`src/smd_pkg.sv`:
```
package smd_pkg;
  // clock
  localparam int unsigned CLK_MHZ = 100;

  // command codes
  localparam logic [7:0] CODE_SET_TPOS  = 8'hE0;
  localparam logic [7:0] CODE_SET_TVEL  = 8'hE3;
  localparam logic [7:0] CODE_HALT_SET  = 8'hEC;
  localparam logic [7:0] CODE_HALT_HOLD = 8'h89;
  localparam logic [7:0] CODE_TMO_RST   = 8'h8C;
  localparam logic [7:0] CODE_DEENERGZ  = 8'h86;
  localparam logic [7:0] CODE_ENERGIZE  = 8'h85;
  localparam logic [7:0] CODE_BLK_READ  = 8'hA0;
  localparam logic [7:0] CODE_USB_ONLY  = 8'h9A;

  // interface that a command arrived on
  typedef logic [1:0] smd_iface_t;
  localparam smd_iface_t IFACE_USB = 2'h2;

  // input state encoding
  localparam logic [7:0] IN_NOT_READY = 8'h00;
  localparam logic [7:0] IN_INVALID   = 8'h01;
  localparam logic [7:0] IN_HALT      = 8'h02;
  localparam logic [7:0] IN_TPOS      = 8'h03;
  localparam logic [7:0] IN_TVEL      = 8'h04;

  // velocity magnitude limit, microsteps per 10,000 s
  localparam logic signed [31:0] VEL_MAX = 32'sh1DCD_6500;
  localparam logic signed [31:0] VEL_MIN = 32'shE232_9B00;

  // register byte offsets
  localparam logic [7:0] REG_CTRL   = 8'h00;
  localparam logic [7:0] REG_STATUS = 8'h04;
  localparam logic [7:0] REG_TPOS   = 8'h08;
  localparam logic [7:0] REG_TVEL   = 8'h0C;
  localparam logic [7:0] REG_CPOS   = 8'h10;
  localparam logic [7:0] REG_SCALED = 8'h14;
  localparam logic [7:0] REG_USBARG = 8'h18;

  // field positions
  localparam int unsigned CTL_HOST   = 0;
  localparam int unsigned CTL_TMO_EN = 1;

  // block read variable offsets (word aligned)
  localparam logic [7:0] VAR_FLAGS    = 8'h00;
  localparam logic [7:0] VAR_TPOS     = 8'h04;
  localparam logic [7:0] VAR_TVEL     = 8'h08;
  localparam logic [7:0] VAR_CPOS     = 8'h0C;
  localparam logic [7:0] VAR_SCALED   = 8'h10;
  localparam logic [7:0] VAR_IN_STATE = 8'h4C;

  // reset values
  localparam logic HOST_MODE_RST = 1'b1;
  localparam logic TMO_EN_RST    = 1'b0;
  localparam logic DRV_EN_RST    = 1'b1;

  // command timeout
  localparam int unsigned CMD_TMO_MS   = 1000;
  localparam int unsigned TMO_CYC_DFLT = CMD_TMO_MS * 1000 * CLK_MHZ;

  // decoder states, one-hot
  typedef enum logic [1:0] {
    ST_IDLE = 2'b01,
    ST_BLK  = 2'b10
  } smd_state_e;
endpackage

```
`src/smd_blk_if.sv`:
```
interface smd_blk_if;
  logic       start;
  logic [7:0] offset;
  logic [7:0] len;
  logic [7:0] vbyte;
  logic [7:0] addr;
  logic       busy;
  logic       rsp_valid;
  logic [7:0] rsp_data;
  logic       rsp_last;

  modport ctl (output start, offset, len, vbyte,
               input  addr, busy, rsp_valid, rsp_data, rsp_last);
  modport eng (input  start, offset, len, vbyte,
               output addr, busy, rsp_valid, rsp_data, rsp_last);
endinterface

```
`src/smd_blk_reader.sv`:
```
module smd_blk_reader (
  // clock and reset
  input wire logic core_clk,
  input wire logic rstn,
  // variable fetch and response stream
  smd_blk_if.eng   bif
);
  import smd_pkg::*;

  typedef struct packed {
    logic [7:0] addr;
    logic [7:0] rem;
    logic       rsp_valid;
    logic [7:0] rsp_data;
    logic       rsp_last;
  } smd_rd_s;

  smd_rd_s rd_q;
  smd_rd_s rd_d;

  // one byte per cycle; no back-pressure, the requester sinks every byte
  always_comb
  begin
    rd_d           = rd_q;
    rd_d.rsp_valid = 1'b0;
    rd_d.rsp_last  = 1'b0;
    if (bif.start)
    begin
      rd_d.addr = bif.offset;
      rd_d.rem  = bif.len;
    end
    else if (rd_q.rem != 8'h00)
    begin
      rd_d.rsp_valid = 1'b1;
      rd_d.rsp_data  = bif.vbyte;
      rd_d.rsp_last  = (rd_q.rem == 8'h01);
      rd_d.addr      = rd_q.addr + 8'h01;
      rd_d.rem       = rd_q.rem - 8'h01;
    end
  end

  // state register
  always_ff @(posedge core_clk or negedge rstn)
  begin
    if (!rstn)
      rd_q <= '0;
    else
      rd_q <= rd_d;
  end

  // stream outputs
  assign bif.addr      = rd_q.addr;
  assign bif.busy      = (rd_q.rem != 8'h00);
  assign bif.rsp_valid = rd_q.rsp_valid;
  assign bif.rsp_data  = rd_q.rsp_data;
  assign bif.rsp_last  = rd_q.rsp_last;
endmodule

```
`src/smd_cmd_decoder.sv`:
```
// Function
// - commands are quick, 7-bit write, 32-bit write or block read
// - block read streams bytes from requested offset for requested length
// - same command set on all links; usb-only group accepted over usb only
// - code E0 loads signed 32-bit target position
// - target position moves only in host mode, else silently dropped
// - code E3 loads signed target velocity limited to 500,000,000
// - target velocity accelerates toward it only in host mode
// - code EC halts abruptly then loads current position
// - EC clears position-uncertain, input state halt, clears scaled input
// - code 89 halts abruptly, sets uncertain, halt state, clears scaled
// - both halts dropped silently outside host mode
// - code 8C restarts command timeout when enabled
// - code 86 disables motor driver, stepping stops
// - de-energize sets uncertain and de-energized error, red on, fault high
// - code 85 requests driver enable, clears de-energized error
// - energize undoes de-energize but keeps position uncertain
// - motor resumes only when no other error remains
// - input state coded 0 to 4, reported as 8 bits
module smd_cmd_decoder #(
  parameter int unsigned TMO_CYCLES = smd_pkg::TMO_CYC_DFLT
) (
  // clock and reset
  input  wire logic                     core_clk,
  input  wire logic                     rstn,
  // command stream from the link layer
  input  wire logic                     cmd_valid,
  input  wire logic [7:0]               cmd_code,
  input  wire logic [31:0]              cmd_data,
  input  wire smd_pkg::smd_iface_t      cmd_iface,
  output logic                          cmd_ready,
  // other error sources
  input  wire logic                     ext_err,
  // register port
  input  wire logic [7:0]               reg_addr,
  input  wire logic [31:0]              reg_wdata,
  input  wire logic                     reg_wr,
  input  wire logic                     reg_rd,
  output logic [31:0]                   reg_rdata,
  // motion profile side
  output logic signed [31:0]            tgt_pos,
  output logic signed [31:0]            tgt_vel,
  output logic                          go_pos,
  output logic                          go_vel,
  output logic                          halt_now,
  output logic signed [31:0]            cur_pos,
  output logic                          cur_pos_load,
  output logic [7:0]                    in_state,
  output logic                          pos_uncertain,
  output logic                          drv_enable,
  output logic                          red_led,
  output logic                          fault_out,
  // usb-only command
  output logic                          usb_cmd,
  output logic [6:0]                    usb_arg,
  // block read stream
  output logic                          rsp_valid,
  output logic [7:0]                    rsp_data,
  output logic                          rsp_last
);
  import smd_pkg::*;

  typedef struct packed {
    smd_state_e         st;
    logic               cmd_ready;
    logic               blk_start;
    logic [7:0]         blk_off;
    logic [7:0]         blk_len;
    logic               host_mode;
    logic               tmo_en;
    logic [31:0]        tmo_cnt;
    logic               tmo_err;
    logic               ext_err;
    logic signed [31:0] tpos;
    logic signed [31:0] tvel;
    logic signed [31:0] cpos;
    logic signed [31:0] scaled;
    logic [7:0]         in_state;
    logic               pos_unc;
    logic               deen;
    logic               drv_en;
    logic               fault;
    logic               go_pos;
    logic               go_vel;
    logic               halt;
    logic               cpos_load;
    logic               usb_cmd;
    logic [6:0]         usb_arg;
    logic [31:0]        rdata;
  } smd_dec_s;

  smd_dec_s  q;
  smd_dec_s  d;
  smd_blk_if bif ();
  logic      take;
  logic      known;

  // velocity saturation keeps the motion side inside its legal range
  function automatic logic signed [31:0] clamp_vel(input logic signed [31:0] v);
    logic signed [31:0] r;
    r = v;
    if (v > VEL_MAX)
      r = VEL_MAX;
    else if (v < VEL_MIN)
      r = VEL_MIN;
    return r;
  endfunction

  // one byte of the variable map for block reads
  function automatic logic [7:0] var_byte(input logic [7:0] a, input smd_dec_s s);
    logic [31:0] w;
    w = 32'h0000_0000;
    case (a[7:2])
      VAR_FLAGS[7:2]:    w = {28'h000_0000, s.ext_err, s.tmo_err, s.deen, s.pos_unc};
      VAR_TPOS[7:2]:     w = s.tpos;
      VAR_TVEL[7:2]:     w = s.tvel;
      VAR_CPOS[7:2]:     w = s.cpos;
      VAR_SCALED[7:2]:   w = s.scaled;
      VAR_IN_STATE[7:2]: w = {24'h00_0000, s.in_state};
      default:           w = 32'h0000_0000;
    endcase
    return w[{a[1:0], 3'b000} +: 8];
  endfunction

  // command accepted this cycle; only idle accepts, so one at a time
  assign take  = cmd_valid && q.cmd_ready;
  assign known = (cmd_code == CODE_SET_TPOS) || (cmd_code == CODE_SET_TVEL)
              || (cmd_code == CODE_HALT_SET) || (cmd_code == CODE_HALT_HOLD)
              || (cmd_code == CODE_TMO_RST) || (cmd_code == CODE_DEENERGZ)
              || (cmd_code == CODE_ENERGIZE) || (cmd_code == CODE_BLK_READ)
              || (cmd_code == CODE_USB_ONLY);

  // block read engine hookup
  assign bif.start  = q.blk_start;
  assign bif.offset = q.blk_off;
  assign bif.len    = q.blk_len;
  assign bif.vbyte  = var_byte(bif.addr, q);

  // next-state logic
  always_comb
  begin
    d           = q;
    d.go_pos    = 1'b0;
    d.go_vel    = 1'b0;
    d.halt      = 1'b0;
    d.cpos_load = 1'b0;
    d.usb_cmd   = 1'b0;
    d.blk_start = 1'b0;
    d.rdata     = 32'h0000_0000;
    // register writes; only control is writable
    if (reg_wr && (reg_addr == REG_CTRL))
    begin
      d.host_mode = reg_wdata[CTL_HOST];
      d.tmo_en    = reg_wdata[CTL_TMO_EN];
    end
    // register reads, unmapped reads give zero
    if (reg_rd)
    begin
      case (reg_addr)
        REG_CTRL:   d.rdata = {30'h0000_0000, q.tmo_en, q.host_mode};
        REG_STATUS: d.rdata = {19'h0_0000, q.ext_err, q.drv_en, q.tmo_err, q.deen,
                               q.pos_unc, q.in_state};
        REG_TPOS:   d.rdata = q.tpos;
        REG_TVEL:   d.rdata = q.tvel;
        REG_CPOS:   d.rdata = q.cpos;
        REG_SCALED: d.rdata = q.scaled;
        REG_USBARG: d.rdata = {25'h000_0000, q.usb_arg};
        default:    d.rdata = 32'h0000_0000;
      endcase
    end
    // command timeout; disabling it drops a pending timeout error
    if (q.tmo_en)
    begin
      if (q.tmo_cnt >= 32'(TMO_CYCLES - 1))
      begin
        d.tmo_err = 1'b1;
        d.tmo_cnt = 32'h0000_0000;
      end
      else
        d.tmo_cnt = q.tmo_cnt + 32'h0000_0001;
    end
    else
    begin
      d.tmo_cnt = 32'h0000_0000;
      d.tmo_err = 1'b0;
    end
    // command decode
    case (q.st)
      ST_IDLE:
      begin
        if (take)
        begin
          case (cmd_code)
            CODE_SET_TPOS:
            begin
              if (q.host_mode)
              begin
                d.tpos     = cmd_data;
                d.scaled   = cmd_data;
                d.go_pos   = 1'b1;
                d.in_state = IN_TPOS;
              end
            end
            CODE_SET_TVEL:
            begin
              if (q.host_mode)
              begin
                d.tvel     = clamp_vel(cmd_data);
                d.scaled   = clamp_vel(cmd_data);
                d.go_vel   = 1'b1;
                d.in_state = IN_TVEL;
              end
            end
            CODE_HALT_SET:
            begin
              if (q.host_mode)
              begin
                d.halt      = 1'b1;
                d.cpos      = cmd_data;
                d.cpos_load = 1'b1;
                d.pos_unc   = 1'b0;
                d.in_state  = IN_HALT;
                d.scaled    = 32'sh0000_0000;
              end
            end
            CODE_HALT_HOLD:
            begin
              if (q.host_mode)
              begin
                d.halt     = 1'b1;
                d.pos_unc  = 1'b1;
                d.in_state = IN_HALT;
                d.scaled   = 32'sh0000_0000;
              end
            end
            CODE_TMO_RST:
            begin
              if (q.tmo_en)
                d.tmo_cnt = 32'h0000_0000;
            end
            CODE_DEENERGZ:
            begin
              d.deen    = 1'b1;
              d.pos_unc = 1'b1;
              d.halt    = 1'b1;
            end
            CODE_ENERGIZE:
              d.deen = 1'b0;
            CODE_BLK_READ:
            begin
              d.blk_start = 1'b1;
              d.blk_off   = cmd_data[7:0];
              d.blk_len   = cmd_data[15:8];
              d.st        = ST_BLK;
            end
            CODE_USB_ONLY:
            begin
              if (cmd_iface == IFACE_USB)
              begin
                d.usb_cmd = 1'b1;
                d.usb_arg = cmd_data[6:0];
              end
            end
            default:
              d.st = ST_IDLE;
          endcase
        end
      end
      ST_BLK:
      begin
        // blk_start guards the cycle before the engine reports busy
        if (!bif.busy && !q.blk_start)
          d.st = ST_IDLE;
      end
      default:
        d.st = ST_IDLE;
    endcase
    // driver and fault outputs follow the combined error picture
    d.ext_err   = ext_err;
    d.drv_en    = !d.deen && !d.tmo_err && !ext_err;
    d.fault     = d.deen || d.tmo_err || ext_err;
    d.cmd_ready = (d.st == ST_IDLE);
  end

  // state register
  always_ff @(posedge core_clk or negedge rstn)
  begin
    if (!rstn)
    begin
      q           <= '0;
      q.st        <= ST_IDLE;
      q.cmd_ready <= 1'b1;
      q.host_mode <= HOST_MODE_RST;
      q.tmo_en    <= TMO_EN_RST;
      q.in_state  <= IN_NOT_READY;
      q.drv_en    <= DRV_EN_RST;
    end
    else
      q <= d;
  end

  // block read engine
  smd_blk_reader u_reader (
    .core_clk (core_clk),
    .rstn     (rstn),
    .bif      (bif.eng)
  );

  // outputs
  assign cmd_ready     = q.cmd_ready;
  assign reg_rdata     = q.rdata;
  assign tgt_pos       = q.tpos;
  assign tgt_vel       = q.tvel;
  assign go_pos        = q.go_pos;
  assign go_vel        = q.go_vel;
  assign halt_now      = q.halt;
  assign cur_pos       = q.cpos;
  assign cur_pos_load  = q.cpos_load;
  assign in_state      = q.in_state;
  assign pos_uncertain = q.pos_unc;
  assign drv_enable    = q.drv_en;
  assign red_led       = q.fault;
  assign fault_out     = q.fault;
  assign usb_cmd       = q.usb_cmd;
  assign usb_arg       = q.usb_arg;
  assign rsp_valid     = bif.rsp_valid;
  assign rsp_data      = bif.rsp_data;
  assign rsp_last      = bif.rsp_last;
endmodule

```
`config.mk`:
```
export PLATFORM = sky130hd
export DESIGN_NAME = smd_cmd_decoder
export DESIGN_NICKNAME = d
export VERILOG_FILES = /design/src/smd_pkg.sv /design/src/smd_blk_if.sv /design/src/smd_blk_reader.sv /design/src/smd_cmd_decoder.sv
export SDC_FILE = /design/constraint.sdc
export NUM_CORES = 1
export LEC_CHECK = 0
export ABC_AREA = 1
export BUFFER_PORTS_ARGS = -buffer_cell sky130_fd_sc_hd__buf_2
export CAP_MARGIN = 10
export CORE_AREA = 2 2 225 227
export CTS_BUF_LIST = sky130_fd_sc_hd__clkbuf_16
export DETAILED_ROUTE_END_ITERATION = 7
export DIE_AREA = 0 0 227 229
export SLEW_MARGIN = 20
export SYNTH_ARGS = -nofsm -noshare
export SYNTH_HDL_FRONTEND = slang
export SYNTH_HIERARCHICAL = 1
export SYNTH_SLANG_ARGS = --single-unit
```
`constraint.sdc`:
```
create_clock -name core_clk -period 2.89 [get_ports core_clk]
set_input_delay 0.7225 -clock core_clk [delete_from_list [all_inputs] [get_ports core_clk]]
set_output_delay 0.7225 -clock core_clk [all_outputs]
set_load 0.01 [all_outputs]
```
==> flow_metrics.py <==
metrics = {
    "die": {
        "dieWidth_um": 227,
        "io_pins": 251,
        "fp.dieH_um": 229,
        "start_util_pct": 29.75,
        "fp-row-count": 82,
        "dieArea_um2": 51980,
        "coreArea_um2": 49660,
    },
    "grt": {
        "grtUsageTotal_pct": 20.44,
        "grt_overflow": 0,
        "grt_max_degree": 73,
        "grt_pass1_wl_mm": 80.39,
        "grt_pass1_vias": 12740,
        "antenna_found_initial": 8,
    },
    "sta": {
        "finClkSkew_ps": 26.84,
        "rsz0062_at_grt": "no",
        "whs_ps": 130.1,
        "tightest_slew_ps": 874.4,
        "fin_setup_tns_ps": 0,
        "fin_crit_ps": 2174,
        "hold_violations": 0,
        "slew_violations": 0,
        "final.period_utilization_pct": 75.23,
        "timing.fmax_mhz": 459.9,
        "relSlewSlack_pct": 41.71,
        "setup_viol": 0,
    },
    "layout": {
        "finish.utilization_pct": 33.55,
        "final_common_cell": "nand2_1",
        "drive_gt1_share_pct": 18.24,
        "syn_to_final_growth_pct": 12.80,
        "nets": 2112,
        "mostFrequentLayoutCells": "568 x nand2_1, 257 x dfrtp_1, 214 x buf_2",
    },
    "placed_design": {
        "hpwl_mm": 39.92,
        "gp_routability_congestion": 0.8943,
        "port_buffers": 215,
    },
    "cts": {
        "clk_pin_slew_ps": 60,
        "clk_latency_ps": 590,
        "cts-buffers-inserted": 29,
        "root_buffer": "clkbuf_16",
        "cts_resized": 0,
        "tritoncts": "yes",
        "cts_hold_buf": 0,
        "clockBufferDepth": 3,
        "htree_levels": 1,
        "cts_setup_buffers": 0,
        "clock_sinks": 261,
    },
    "hold_path": {
        "hold_class": "in -> async",
    },
    "detailed_routing": {
        "vias": 13500,
        "firstDrtPassIters": 6,
        "ant_nets": 0,
        "remaining_drc_errors": 0,
        "drt-vias-per-instance": 4.973,
        "drt_iter0_drc": 1499,
        "drt-total-wl_mm": 54.07,
        "wl_per_cell_um": 19.92,
    },
    "yosys": {
        "synthCells": 1932,
        "synth_edf_count": 0,
        "postSynth.topFlopCell": "dfrtp_1",
        "ys_seq_elements": 261,
        "syn_area_per_cell_um2": 7.646,
        "ys_types": 46,
        "ys_async_sr_fraction_pct": 100.0,
        "yosysSeqAreaShare_pct": 44.25,
        "mappedNetlistArea_um2": 14770,
        "yosys_warnings": 6,
    },
    "power_and_ir_drop": {
        "seq_power_share_pct": 40.1,
        "p_comb_share_pct": 25.5,
        "power.internal_mw": 7.091,
        "clkPwrFrac_pct": 34.4,
        "p_leak_nw": 8.230,
        "p_switching_mw": 3.819,
        "p_total_mw": 10.91,
        "irDropWorstVdd_mv": 0.4544,
        "powerDensity_nw_per_um2": 654.8,
        "switching_share_pct": 35.01,
    },
    "worst_setup_path": {
        "worstPathMaxFanout": 12,
        "crit_path_end_kind": "flop",
        "crit_type": "reg -> reg",
        "cp.arrival_ps": 2700,
        "cp.required_ps": 3410,
        "cp-start-kind": "flop",
    },
    "job": {
        "drv_cap": 0,
    },
    "status": {
        "status": "finished clean",
    },
}
[registers in the layout, summed over array words and instances, names as in the netlist, 32 cells and up]
register / flops
reg_rdata: 32
tgt_vel: 32
tgt_pos: 32
cur_pos: 32
q: 71
[path summary, 6_finish.rpt]
kind,start,to,slack [ps],cells after the start
worst max-delay path,u_reader/bif.addr[5],u_reader/bif.rsp_data[3],720,12
worst min-delay path,rstn,q[204],130,1
worst max register to register,u_reader/bif.addr[5],u_reader/bif.rsp_data[3],720,12
worst min register to register,q[186],q[186],480,1
max in group asynchronous,rstn,reg_rdata[10],2040,2
min in group core_clk,ext_err,q[184],320,1
[power by group through the flow]
stage | registers, mW | clock network [mW] | logic (mW)
finish | 4.38 | 3.75 | 2.78
detailed placement | 4.43 | 0 | 2.73
global route | 4.42 | 3.97 | 3.05
global placement | 4.42 | 0 | 2.68
CTS | 4.37 | 3.82 | 2.74
floorplan | 4.33 | 0 | 1.88
[logic make-up (layout without fill, tap and decap cells)]
| group | count (synthesis) | in the layout | synth area share [%] |
|---|---|---|---|
| multiplexers | 1 | 1 | 0.07623 |
| XOR/XNOR | 16 | 16 | 0.9486 |
| flip-flops | 261 | 261 | 44.25 |
| AO/OA/AOI/OAI | 283 | 283 | 11.39 |
| other | 1 | 12 | 0.02539 |
| AND/OR/NAND/NOR | 951 | 951 | 27.16 |
| adder cells (fa/ha/maj) | 7 | 7 | 0.5929 |
| buffers and inverters | 412 | 511 | 15.55 |
[worst max-delay path, stage by stage (launching register included)]
cell and delay [ps]:
dfrtp_1 470, nor2_4 220, nand2_1 140, nor2_2 180, nand2_2 80, inv_2 60
buf_4 220, a21oi_1 120, nand4_1 120, nand3_1 190, nand2_1 190, nand2_1 70
nand2_1 60
[through the flow]
step / setup slack, ps / cells / area, um2
final: 715.8 / 2714 / 16660
after global routing: 493.3 / 2713 / 16660
after CTS: 703.1 / 2712 / 16660
after detailed placement: 239.2 / 2658 / 15710
after global placement: 272.3 / 2658 / 15710
after floorplan: 463.0 / 1941 / 14810
[cell type report]
type	count	area, um2
Sequential cell	261	6536
Antenna cell	2	5.005
Clock buffer	29	725.7
Tap cell	672	840.8
Fill cell	5298	33000
Clock inverter	25	220.2
Timing Repair Buffer	279	1679
Inverter	178	668.1
Multi-Input combinational cell	1268	5987
[Yosys cell counts, types with 2 or more instances]
library cell	count	share of area [%]
dfrtp_1	257	44
buf_2	21	0.71
o221ai_1	2	0.12
a21oi_1	48	1.6
a21boi_1	21	1.1
buf_6	12	0.91
nand3_2	4	0.27
o21ai_1	13	0.44
a41oi_1	19	1.1
o21bai_1	3	0.15
xnor2_1	5	0.30
nand3_1	127	4.3
buf_4	169	8.6
buf_1	2	0.051
a22oi_1	4	0.20
ha_1	7	0.59
o2111ai_1	13	0.77
o211ai_1	12	0.61
o21ai_0	126	4.3
nor2_2	10	0.42
nor2_4	7	0.53
inv_2	10	0.25
clkinv_1	3	0.076
a211oi_1	4	0.20
nor3b_1	5	0.25
nand4_1	27	1.1
nor2_1	168	4.3
dfstp_2	4	0.71
xor2_1	11	0.65
nand2_2	12	0.51
nor3_1	14	0.47
inv_1	165	4.2
nor4_1	3	0.13
a31oi_1	6	0.25
clkbuf_1	30	0.76
o22ai_1	11	0.47
nand2_1	568	14
[layer usage]
layer	GRT usage (%)	share of wire (%)	up-vias
met5	0	0.13	-
met4	7.557	3.7	12
met3	4.965	9.8	115
met2	31.48	45	672
met1	27.77	42	6443
li1	-	-	6254
Power figures use the tool's default switching activity.
